File: src/hdl/ctrl_port_pkg.sv
// Purpose: constants and types for the dual mode control port
// Assumes: 7-bit register space, 8-bit registers
// Notes: pin indices address the synchroniser vector
package ctrl_port_pkg;
    localparam logic [6:0] SPI_CHIP_ADDR = 7'h10;
    localparam logic [3:0] I2C_ADDR_UPPER = 4'h2;
    localparam int PTR_STEP_BIT = 7;
    localparam logic [7:0] PTR_RESET = 8'h00;
    // synchroniser vector bit positions
    localparam int P_SEL = 0;
    localparam int P_CLK = 1;
    localparam int P_DIN = 2;
    localparam int P_SDA = 3;
    localparam int P_AD1 = 4;
    localparam int P_EMPHASIS_STRAP_PIN = 5;
    localparam int N_PINS = 6;
    localparam logic [1:0] STRAP_SETTLE = 2'h3;
    localparam logic [3:0] ACK_BIT = 4'h8;
    localparam logic [3:0] LAST_BIT = 4'h7;
    localparam logic [6:0] REG_GENERAL = 7'h01;
    localparam logic [6:0] REG_MONO = 7'h02;
    localparam logic [6:0] REG_ROUTING = 7'h03;
    localparam logic [6:0] REG_CLKSRC = 7'h04;
    localparam logic [6:0] REG_SIN_FMT = 7'h05;
    localparam logic [6:0] REG_SOUT_FMT = 7'h06;
    localparam logic [6:0] REG_STA_A = 7'h07;
    localparam logic [6:0] REG_STA_B = 7'h08;
    localparam logic [6:0] REG_MASK_A = 7'h09;
    localparam logic [6:0] REG_MODE_HI_A = 7'h0A;
    localparam logic [6:0] REG_MODE_LO_A = 7'h0B;
    localparam logic [6:0] REG_MASK_B = 7'h0C;
    localparam logic [6:0] REG_MODE_HI_B = 7'h0D;
    localparam logic [6:0] REG_MODE_LO_B = 7'h0E;
    localparam logic [6:0] REG_RX_CS = 7'h0F;
    localparam logic [6:0] REG_RX_ERR = 7'h10;
    localparam logic [6:0] REG_RX_ERR_MASK = 7'h11;
    localparam logic [6:0] REG_CS_BUF_CTL = 7'h12;
    localparam logic [6:0] REG_U_BUF_CTL = 7'h13;
    localparam logic [6:0] REG_SUBCODE_FIRST = 7'h14;
    localparam logic [6:0] REG_SUBCODE_LAST = 7'h1D;
    localparam logic [6:0] REG_CLK_RATIO = 7'h1E;
    localparam logic [6:0] REG_BUF_FIRST = 7'h20;
    localparam logic [6:0] REG_BUF_LAST = 7'h37;
    localparam logic [6:0] REG_IDENTITY = 7'h7F;
    localparam logic [7:0] WM_GENERAL = 8'hF7;
    localparam logic [7:0] WM_SEVEN = 8'h7F;
    localparam logic [7:0] WM_ROUTING = 8'h7E;
    localparam logic [7:0] WM_FULL = 8'hFF;
    localparam logic [7:0] WM_IRQ_A = 8'hC7;
    localparam logic [7:0] WM_IRQ_B = 8'h0E;
    localparam logic [7:0] WM_CS_BUF = 8'h3F;
    localparam logic [7:0] WM_U_BUF = 8'h1F;
    localparam logic [7:0] RST_ROUTING = 8'h0C;
    localparam int STYLE_LSB = 1;
    localparam logic [1:0] STYLE_HIGH = 2'b00;
    localparam logic [1:0] STYLE_LOW = 2'b01;
    localparam logic [1:0] STYLE_OPEN = 2'b10;
    typedef enum {ST_IDLE, ST_ADDR, ST_PTR, ST_WDATA, ST_RDATA, ST_IGNORE} state_t;
endpackage

File: src/hdl/dual_mode_control_port.sv
// Purpose: SPI or I2C slave port onto the configuration registers
// Assumes: pins sampled by mclk_i, host clock far below mclk_i
// Notes: irq sources and readback inputs are on mclk_i already
`timescale 1ns/1ps
module dual_mode_control_port #(
    parameter logic [7:0] ID_VALUE = 8'h5A // arbitrary value
) (
    input wire logic mclk_i,
    input wire logic arst_n_i,
    input wire logic mode_strap_select_pin_i,
    input wire logic host_bit_clock_i,
    input wire logic host_serial_in_i,
    input wire logic host_serial_out_i,
    output logic host_serial_out_o,
    output logic host_serial_out_oe_o,
    input wire logic addr_strap_bit1_i,
    input wire logic emphasis_strap_pin_i,
    input wire logic [7:0] irq_src_a_i,
    input wire logic [7:0] irq_src_b_i,
    input wire logic [7:0] rx_cs_summary_i,
    input wire logic [7:0] rx_error_flags_i,
    input wire logic [79:0] subcode_q_i,
    input wire logic [7:0] clock_ratio_i,
    output logic [7:0] general_control_o,
    output logic [7:0] mono_hold_control_o,
    output logic [7:0] datapath_routing_o,
    output logic [7:0] clock_source_select_o,
    output logic [7:0] serial_in_format_o,
    output logic [7:0] serial_out_format_o,
    output logic [7:0] rx_error_mask_o,
    output logic spi_mode_o,
    output logic irq_pin_o,
    output logic irq_pin_oe_o
);
    import ctrl_port_pkg::*;

    // ****************************************
    // pin synchronisers
    // ****************************************
    logic [N_PINS-1:0] pins;
    logic [N_PINS-1:0] meta_r;
    logic [N_PINS-1:0] sync_r;
    logic [N_PINS-1:0] last_r;

    assign pins = {emphasis_strap_pin_i, addr_strap_bit1_i, host_serial_out_i,
                   host_serial_in_i, host_bit_clock_i, mode_strap_select_pin_i};

    always_ff @(posedge mclk_i or negedge arst_n_i) begin
        if (!arst_n_i) begin
            meta_r <= '0;
            sync_r <= '0;
            last_r <= '0;
        end else begin
            meta_r <= pins;
            sync_r <= meta_r;
            last_r <= sync_r;
        end
    end

    // ****************************************
    // strap capture and mode select
    // ****************************************
    logic [1:0] settle_r;
    logic armed;
    logic emphasis_strap_pin_r;
    logic spi_mode_r;
    logic sel_fall;
    logic spi_now;

    assign armed = (settle_r == STRAP_SETTLE);
    assign sel_fall = last_r[P_SEL] & ~sync_r[P_SEL];
    assign spi_now = spi_mode_r | (armed & sel_fall);

    // emphasis level taken once the synchroniser has filled after release
    always_ff @(posedge mclk_i or negedge arst_n_i) begin
        if (!arst_n_i) begin
            settle_r <= 2'h0;
            emphasis_strap_pin_r <= 1'b0;
        end else if (!armed) begin
            settle_r <= settle_r + 2'h1;
            emphasis_strap_pin_r <= sync_r[P_EMPHASIS_STRAP_PIN];
        end
    end

    always_ff @(posedge mclk_i or negedge arst_n_i) begin
        if (!arst_n_i) begin
            spi_mode_r <= 1'b0;
        end else if (armed && sel_fall) begin
            spi_mode_r <= 1'b1;
        end
    end

    // ****************************************
    // frame events
    // ****************************************
    logic clk_rise;
    logic clk_fall;
    logic din;
    logic start_ev;
    logic stop_ev;
    logic [6:0] my_addr;

    assign clk_rise = sync_r[P_CLK] & ~last_r[P_CLK];
    assign clk_fall = ~sync_r[P_CLK] & last_r[P_CLK];
    assign din = spi_now ? sync_r[P_DIN] : sync_r[P_SDA];
    assign start_ev = spi_now ? sel_fall
        : (sync_r[P_CLK] & last_r[P_CLK] & last_r[P_SDA] & ~sync_r[P_SDA]);
    assign stop_ev = spi_now ? sync_r[P_SEL]
        : (sync_r[P_CLK] & last_r[P_CLK] & ~last_r[P_SDA] & sync_r[P_SDA]);
    // strap pin doubles as address bit0 while it stays static
    assign my_addr = spi_now ? SPI_CHIP_ADDR
        : {I2C_ADDR_UPPER, emphasis_strap_pin_r, sync_r[P_AD1], sync_r[P_SEL]};

    // ****************************************
    // receive state machine
    // ****************************************
    state_t state_r;
    logic [3:0] bit_r;
    logic [6:0] rx_sh_r;
    logic [7:0] ptr_r;
    logic ack_r;
    logic [7:0] rx_byte;
    logic rx_edge;
    logic byte_done;
    logic ack_edge;
    logic wr_stb;
    logic [7:0] ptr_step;

    assign rx_byte = {rx_sh_r, din};
    assign ack_edge = clk_rise & ~stop_ev & ~start_ev & (state_r != ST_IDLE)
                      & ~spi_now & (bit_r == ACK_BIT);
    assign rx_edge = clk_rise & ~stop_ev & ~start_ev & (state_r != ST_IDLE) & ~ack_edge;
    assign byte_done = rx_edge & (bit_r == LAST_BIT);
    assign wr_stb = byte_done & (state_r == ST_WDATA);
    assign ptr_step = ptr_r[PTR_STEP_BIT]
        ? {ptr_r[7], ptr_r[6:0] + 7'h01} : ptr_r;

    always_ff @(posedge mclk_i or negedge arst_n_i) begin
        if (!arst_n_i) begin
            state_r <= ST_IDLE;
            bit_r <= 4'h0;
            rx_sh_r <= 7'h00;
            ptr_r <= PTR_RESET;
            ack_r <= 1'b0;
        end else if (stop_ev) begin
            state_r <= ST_IDLE;
            bit_r <= 4'h0;
            ack_r <= 1'b0;
        end else if (start_ev) begin
            state_r <= ST_ADDR;
            bit_r <= 4'h0;
            ack_r <= 1'b0;
        end else if (ack_edge) begin
            bit_r <= 4'h0;
            ack_r <= 1'b0;
            if (state_r == ST_RDATA && din) begin
                state_r <= ST_IGNORE;
            end
        end else if (rx_edge) begin
            rx_sh_r <= rx_byte[6:0];
            if (bit_r != LAST_BIT) begin
                bit_r <= bit_r + 4'h1;
            end else begin
                bit_r <= spi_now ? 4'h0 : ACK_BIT;
                unique case (state_r)
                    ST_ADDR: begin
                        if (rx_byte[7:1] == my_addr) begin
                            state_r <= rx_byte[0] ? ST_RDATA : ST_PTR;
                            ack_r <= 1'b1;
                        end else begin
                            state_r <= ST_IGNORE;
                        end
                    end
                    ST_PTR: begin
                        ptr_r <= rx_byte;
                        state_r <= ST_WDATA;
                        ack_r <= 1'b1;
                    end
                    ST_WDATA: begin
                        ptr_r <= ptr_step;
                        ack_r <= 1'b1;
                    end
                    ST_RDATA: ptr_r <= ptr_step;
                    ST_IDLE, ST_IGNORE: ;
                endcase
            end
        end
    end

    // ****************************************
    // register storage
    // ****************************************
    logic [7:0] regs_r [0:127];

    // non-writable and reserved addresses give a zero mask, so writes vanish
    function automatic logic [7:0] wmask(input logic [6:0] a);
        if (a >= REG_BUF_FIRST && a <= REG_BUF_LAST) begin
            return WM_FULL;
        end
        unique case (a)
            REG_GENERAL: return WM_GENERAL;
            REG_MONO, REG_CLKSRC, REG_RX_ERR_MASK: return WM_SEVEN;
            REG_ROUTING: return WM_ROUTING;
            REG_SIN_FMT, REG_SOUT_FMT: return WM_FULL;
            REG_MASK_A, REG_MODE_HI_A, REG_MODE_LO_A: return WM_IRQ_A;
            REG_MASK_B, REG_MODE_HI_B, REG_MODE_LO_B: return WM_IRQ_B;
            REG_CS_BUF_CTL: return WM_CS_BUF;
            REG_U_BUF_CTL: return WM_U_BUF;
            default: return 8'h00;
        endcase
    endfunction

    always_ff @(posedge mclk_i or negedge arst_n_i) begin
        if (!arst_n_i) begin
            for (int i = 0; i < 128; i++) begin
                regs_r[i] <= 8'h00;
            end
            regs_r[REG_ROUTING] <= RST_ROUTING;
        end else if (wr_stb) begin
            regs_r[ptr_r[6:0]] <= rx_byte & wmask(ptr_r[6:0]);
        end
    end

    // ****************************************
    // interrupt status and pin
    // ****************************************
    logic [7:0] prev_a_r;
    logic [7:0] prev_b_r;
    logic [7:0] stick_a_r;
    logic [7:0] stick_b_r;
    logic [7:0] sta_a;
    logic [7:0] sta_b;
    logic [7:0] hi_a;
    logic [7:0] lo_a;
    logic [7:0] hi_b;
    logic [7:0] lo_b;
    logic [7:0] ev_a;
    logic [7:0] ev_b;
    logic clr_a;
    logic clr_b;
    logic irq_act;
    logic [1:0] style;

    assign hi_a = regs_r[REG_MODE_HI_A];
    assign lo_a = regs_r[REG_MODE_LO_A];
    assign hi_b = regs_r[REG_MODE_HI_B];
    assign lo_b = regs_r[REG_MODE_LO_B];
    // mode 00 rising, 01 falling, 1x level
    assign ev_a = ~hi_a & ((~lo_a & irq_src_a_i & ~prev_a_r)
                         | (lo_a & ~irq_src_a_i & prev_a_r));
    assign ev_b = ~hi_b & ((~lo_b & irq_src_b_i & ~prev_b_r)
                         | (lo_b & ~irq_src_b_i & prev_b_r));
    assign sta_a = ((hi_a & irq_src_a_i) | (~hi_a & stick_a_r)) & WM_IRQ_A;
    assign sta_b = ((hi_b & irq_src_b_i) | (~hi_b & stick_b_r)) & WM_IRQ_B;

    // a new edge in the clearing cycle survives the read
    always_ff @(posedge mclk_i or negedge arst_n_i) begin
        if (!arst_n_i) begin
            prev_a_r <= 8'h00;
            prev_b_r <= 8'h00;
            stick_a_r <= 8'h00;
            stick_b_r <= 8'h00;
        end else begin
            prev_a_r <= irq_src_a_i;
            prev_b_r <= irq_src_b_i;
            stick_a_r <= (clr_a ? 8'h00 : stick_a_r) | ev_a;
            stick_b_r <= (clr_b ? 8'h00 : stick_b_r) | ev_b;
        end
    end

    assign irq_act = |(sta_a & regs_r[REG_MASK_A]) | |(sta_b & regs_r[REG_MASK_B]);
    assign style = regs_r[REG_GENERAL][STYLE_LSB +: 2];

    always_ff @(posedge mclk_i or negedge arst_n_i) begin
        if (!arst_n_i) begin
            irq_pin_o <= 1'b0;
            irq_pin_oe_o <= 1'b1;
        end else begin
            unique case (style)
                STYLE_LOW: begin
                    irq_pin_o <= ~irq_act;
                    irq_pin_oe_o <= 1'b1;
                end
                STYLE_OPEN: begin
                    irq_pin_o <= 1'b0;
                    irq_pin_oe_o <= irq_act;
                end
                default: begin
                    // reserved code behaves as active high
                    irq_pin_o <= irq_act;
                    irq_pin_oe_o <= 1'b1;
                end
            endcase
        end
    end

    // ****************************************
    // read data and transmit
    // ****************************************
    logic [7:0] rd_val;
    logic [6:0] ra;
    logic [6:0] sub_idx;
    logic tx_edge;
    logic tx_load;
    logic [7:0] tx_sh_r;
    logic sdo_r;
    logic sdo_oe_r;

    assign ra = ptr_r[6:0];
    assign sub_idx = ra - REG_SUBCODE_FIRST;

    always_comb begin
        rd_val = 8'h00;
        if (ra >= REG_SUBCODE_FIRST && ra <= REG_SUBCODE_LAST) begin
            rd_val = subcode_q_i[sub_idx[3:0]*8 +: 8];
        end else if (wmask(ra) != 8'h00) begin
            rd_val = regs_r[ra];
        end else begin
            unique case (ra)
                REG_STA_A: rd_val = sta_a;
                REG_STA_B: rd_val = sta_b;
                REG_RX_CS: rd_val = rx_cs_summary_i;
                REG_RX_ERR: rd_val = rx_error_flags_i;
                REG_CLK_RATIO: rd_val = clock_ratio_i;
                REG_IDENTITY: rd_val = ID_VALUE;
                default: rd_val = 8'h00;
            endcase
        end
    end

    assign tx_edge = clk_fall & ~stop_ev & ~start_ev & (state_r != ST_IDLE);
    assign tx_load = tx_edge & (state_r == ST_RDATA) & (bit_r == 4'h0);
    assign clr_a = tx_load & (ra == REG_STA_A);
    assign clr_b = tx_load & (ra == REG_STA_B);

    always_ff @(posedge mclk_i or negedge arst_n_i) begin
        if (!arst_n_i) begin
            tx_sh_r <= 8'h00;
            sdo_r <= 1'b0;
            sdo_oe_r <= 1'b0;
        end else if (stop_ev || start_ev) begin
            sdo_oe_r <= 1'b0;
        end else if (tx_edge) begin
            if (tx_load) begin
                tx_sh_r <= {rd_val[6:0], 1'b0};
            end else if (state_r == ST_RDATA && bit_r != ACK_BIT) begin
                tx_sh_r <= {tx_sh_r[6:0], 1'b0};
            end
            if (spi_now) begin
                sdo_r <= tx_load ? rd_val[7] : tx_sh_r[7];
                sdo_oe_r <= (state_r == ST_RDATA);
            end else begin
                sdo_r <= 1'b0;
                if (bit_r == ACK_BIT) begin
                    sdo_oe_r <= ack_r;
                end else if (state_r == ST_RDATA) begin
                    sdo_oe_r <= tx_load ? ~rd_val[7] : ~tx_sh_r[7];
                end else begin
                    sdo_oe_r <= 1'b0;
                end
            end
        end
    end

    // ****************************************
    // outputs
    // ****************************************
    assign host_serial_out_o = sdo_r;
    assign host_serial_out_oe_o = sdo_oe_r;
    assign spi_mode_o = spi_mode_r;
    assign general_control_o = regs_r[REG_GENERAL];
    assign mono_hold_control_o = regs_r[REG_MONO];
    assign datapath_routing_o = regs_r[REG_ROUTING];
    assign clock_source_select_o = regs_r[REG_CLKSRC];
    assign serial_in_format_o = regs_r[REG_SIN_FMT];
    assign serial_out_format_o = regs_r[REG_SOUT_FMT];
    assign rx_error_mask_o = regs_r[REG_RX_ERR_MASK];
endmodule

File: config.mk
export PLATFORM = sky130hd
export DESIGN_NAME = dual_mode_control_port
export DESIGN_NICKNAME = d
export VERILOG_FILES = /design/src/hdl/ctrl_port_pkg.sv /design/src/hdl/dual_mode_control_port.sv
export SDC_FILE = /design/constraint.sdc
export NUM_CORES = 2
export LEC_CHECK = 0
export BUFFER_PORTS_ARGS = -buffer_cell sky130_fd_sc_hd__buf_2
export CAP_MARGIN = 10
export CORE_MARGIN = 10
export CORE_UTILIZATION = 50
export CTS_CLUSTER_SIZE = 16
export DETAILED_ROUTE_END_ITERATION = 16
export GPL_TIMING_DRIVEN = 0
export PLACE_DENSITY = 0.72
export SLEW_MARGIN = 15
export SYNTH_ARGS = -nofsm -noshare
export SYNTH_HDL_FRONTEND = slang
export SYNTH_SLANG_ARGS = --single-unit
export TNS_END_PERCENT = 50
File: constraint.sdc
create_clock -name mclk_i -period 9.8 [get_ports mclk_i]
set_input_delay 0.49 -clock mclk_i [delete_from_list [all_inputs] [get_ports mclk_i]]
set_output_delay 0.49 -clock mclk_i [all_outputs]
set_load 0.01 [all_outputs]
==> results.sh <==
export IMPL_status="finished clean"
export IMPL_critical_path_peak_fanout=11
export IMPL_initial_antenna_violation_count=5
export IMPL_critical_path_cell_chain="buf_6, clkinv_1, clkbuf_2, clkbuf_1, ha_1, nand2_1, a31oi_1, a31oi_1, a21boi_0, clkbuf_1, clkbuf_1, mux2_2"
export IMPL_grt_overflow_total=0
export IMPL_first_pass_iters=7
export IMPL_rr_endpoint="regs_r[654]"
export IMPL_r2r_worst_path_cells=12
export IMPL_design_die_area_mm2=0.0795
export IMPL_std_cell_rows=96
export IMPL_fmaxAchievable_ghz=0.159
export IMPL_p_leak_nw=18.4
export IMPL_maxSlewViolCount=0
export IMPL_post_synth_instance_area_mm2=0.0343
export IMPL_fraction_of_final_layout_cells_with_drive_strength_greater_than_1_pct=24.7
export IMPL_yosys_top_cells_area="dfrtp_1, mux2_2, and2_1"
export IMPL_gr_usage_all_layers_pct=35.8
export IMPL_max_slew_margin_pct=2.67
export IMPL_critPathMostFrequentCell="clkbuf_1"
export IMPL_synth_edf_count=0
export IMPL_initial_utilization_pct=50.2
export IMPL_clock_sinks=741
export IMPL_grt_pass1_vias=27300
export IMPL_synth_nets=3231
export IMPL_dp_cells=4160
export IMPL_r2r_setup_slack_ns=3.52
export IMPL_post_route_drc_count=0
export IMPL_worstSetupStartpointType="flip-flop"
export IMPL_max_slew_worst_pin_slew_ns=1.46
export IMPL_core_area_mm2=0.0683
export IMPL_report_final_hold_viol_count=0
export IMPL_ys_flop_type="dfrtp_1"
export IMPL_cts_setup_buffers=0
export IMPL_synthTopCellsByCount="dfrtp_1, nand2_1, and2_1, o21ai_0, mux2_2"
export IMPL_fin_cells=4326
export IMPL_cp_num_cells=12
export IMPL_synth_top_area_share_pct=53.8
export IMPL_n_fill_cell=5754
export IMPL_max_cap_viol_count=0
export IMPL_detail_route_iter0_violations=4213
export IMPL_netlist_cell_type_count=93
export IMPL_cp_data_required_time_ns=10.39
export IMPL_timing_critical_path_arrival_ns=6.87
export IMPL_synth_seq_area_share_pct=54.0
export IMPL_post_synth_top_area_cell="dfrtp_1"
export IMPL_layout_cell_area_non_filler_mm2=0.0395
export IMPL_cts_root_buffer_cell="clkbuf_16"
export IMPL_ys_ff_latch=741
export IMPL_num_io_pins=189
export IMPL_setup_violations=0
export IMPL_detailedPlacementHpwl_mm=99.3
export IMPL_crit_path_end_kind="flip-flop"
export IMPL_grt_start_max_net_pins=106
export IMPL_htree_levels=3
export IMPL_total_number_of_vias=28600
export IMPL_worst_path_max_delay_cell="clkbuf_1"
export IMPL_clock_slew_at_the_register_clock_pins_of_the_worst_setup_and_hold_paths_ns=0.06
export IMPL_pwr_density_cell_mw_per_mm2=164
export IMPL_critical_path_max_stage_delay_ns=0.98
export IMPL_crit_type="reg -> reg"
export IMPL_cp_top_family="buffers and inverters"
export IMPL_timing_hold_worst_class="in -> async"
export IMPL_globalplace_congestion=1.08
export IMPL_cp_buffers_inverters=6
export IMPL_area_growth_pct=15.1
export IMPL_drt_antenna_violating_nets=0
export IMPL_worst_r2r_start="ptr_r[3]"
export IMPL_cells_after_synth=3089
export IMPL_final_core_utilization_pct=57.8
export IMPL_fin_worst_hold_slack_ns=0.302
export IMPL_clock_path_buffers=3
export IMPL_synth_yosys_warnings=0
export IMPL_post_route_min_period_ns=6.28
export IMPL_timing_final_crit_share_pct=64.1
export IMPL_routed_via_density=6.60
export IMPL_source_to_sink_clock_delay_at_the_later_pin_of_the_worst_skew_pair_ns=0.67
export IMPL_tritoncts="built"
export IMPL_first_pass_grt_wire_length_mm=202
export IMPL_numCtsBuffers=79
export IMPL_timing_clock_skew_ns=0.0418
export IMPL_fin_nets=3516
export IMPL_ir_drop_mv=0.107
export IMPL_postCtsResizedCells=0
export IMPL_setup_repair_after_global_routing_missed_its_margin="no"
export IMPL_drt_total_wl_mm=144
export IMPL_detailed_place_area_mm2=0.0366
export IMPL_route_detailed_wl_per_inst_um=33.3
export IMPL_vert_die_dim_um=282
export IMPL_buffer_ports_inserted=180
export IMPL_die_width_um=282
export IMPL_synthMostInstantiatedCell="dfrtp_1"
export IMPL_synthArstFlopShare_pct=100
export IMPL_synth_area_per_cell_um2=11.1
[how the worst max path moves through the flow]
stage	start	endpoint	slack, ns
finish	ptr_r[3]	regs_r[654]	3.52
global route	ptr_r[1]	clock_source_select_o[4]	3.71
detailed placement	ptr_r[3]	regs_r[654]	3.57
global placement	arst_n_i	regs_r[513]	-7.50
CTS	ptr_r[3]	regs_r[654]	3.56
floorplan	ptr_r[1]	host_serial_out_oe_o	6.10
[cells in the final DEF, fill, tap and decap left out, types with 15 or more instances in the layout]
cell | netlist | final
dfrtp_1 | 738 | 738
nand2_1 | 416 | 416
and2_1 | 294 | 294
buf_2 | 107 | 287
o21ai_0 | 262 | 262
mux2_2 | 259 | 259
clkbuf_1 | 81 | 86
a221oi_1 | 85 | 85
nor2_1 | 84 | 84
clkbuf_16 | 0 | 81
a22oi_1 | 80 | 80
a21oi_1 | 79 | 79
buf_4 | 72 | 72
mux2i_1 | 56 | 56
mux4_2 | 30 | 30
o22ai_1 | 29 | 29
a22o_1 | 26 | 26
inv_1 | 23 | 23
clkbuf_8 | 0 | 22
nand3_1 | 21 | 21
nor3_1 | 20 | 19
nor2b_1 | 19 | 19
nand4_1 | 18 | 18
o211ai_1 | 18 | 18
o221ai_1 | 15 | 15
dlygate4sd3_1 | 0 | 15
[routing by layer]
layer	global-route usage [%]	part of all wire, %	up-vias
li1	-	-	11600
met1	46.7	38	14400
met2	49.9	41	2094
met3	14.2	14	457
met4	20.6	6.4	0
met5	0	0	-
[cell type report]
| type | count | area [um2] | share of cell area [%] |
|---|---|---|---|
| diodes | 9 | 22.5 | 0.0570 |
| multi-input cells | 2040 | 14100 | 35.7 |
| clock inverters | 23 | 360 | 0.912 |
| clock buffers | 119 | 2390 | 6.05 |
| well taps | 882 | 1100 | 2.79 |
| inverters | 26 | 97.6 | 0.247 |
| flip-flops and latches | 741 | 18500 | 46.9 |
| repair buffers | 204 | 1300 | 3.28 |
| plain buffers | 282 | 1580 | 4.01 |
[flip-flops by register name, indices dropped and copies added, names as in the netlist, 7 cells and up]
signal,cells
mono_hold_control_o,8
lo_a,8
clock_source_select_o,8
serial_in_format_o,8
lo_b,8
regs_r,584
serial_out_format_o,8
hi_a,8
general_control_o,8
ptr_r,8
hi_b,8
rx_sh_r,7
rx_error_mask_o,8
tx_sh_r,7
datapath_routing_o,8
[cell families (layout without fill, tap and decap cells)]
logic type	count (synthesis)	count (layout)	share of synthesized area [%]
buf+inv	308	654	4.85
mux	354	354	12.6
simple gates	947	947	13.8
other cells	0	9	0
compound gates	720	720	14.1
flops	741	741	54.0
xor+xnor	5	5	0.128
fa+ha+maj	14	14	0.510
[stage by stage]
step	power, mW	setup TNS, ns	setup slack, ns
after floorplan	3.20	0	6.10
after global placement	3.32	-5478.56	-7.50
after detailed placement	3.33	0	3.57
after CTS	6.47	0	3.56
after global routing	6.62	0	3.71
final	6.48	0	3.52
[report_power, final]
group          internal, mW  switching (mW)  total [mW]
sequential             3.08          0.0249        3.10
combinational        0.0640           0.117       0.181
clock                  1.88            1.32        3.20
[what timing repair did]
action / in CTS / in global routing
hold buffers: 15 / 0
hold endpoints to repair: 45 / 0
endpoints found under the setup margin: 0 / 0
No activity file was read; power rests on OpenSTA's default activity.
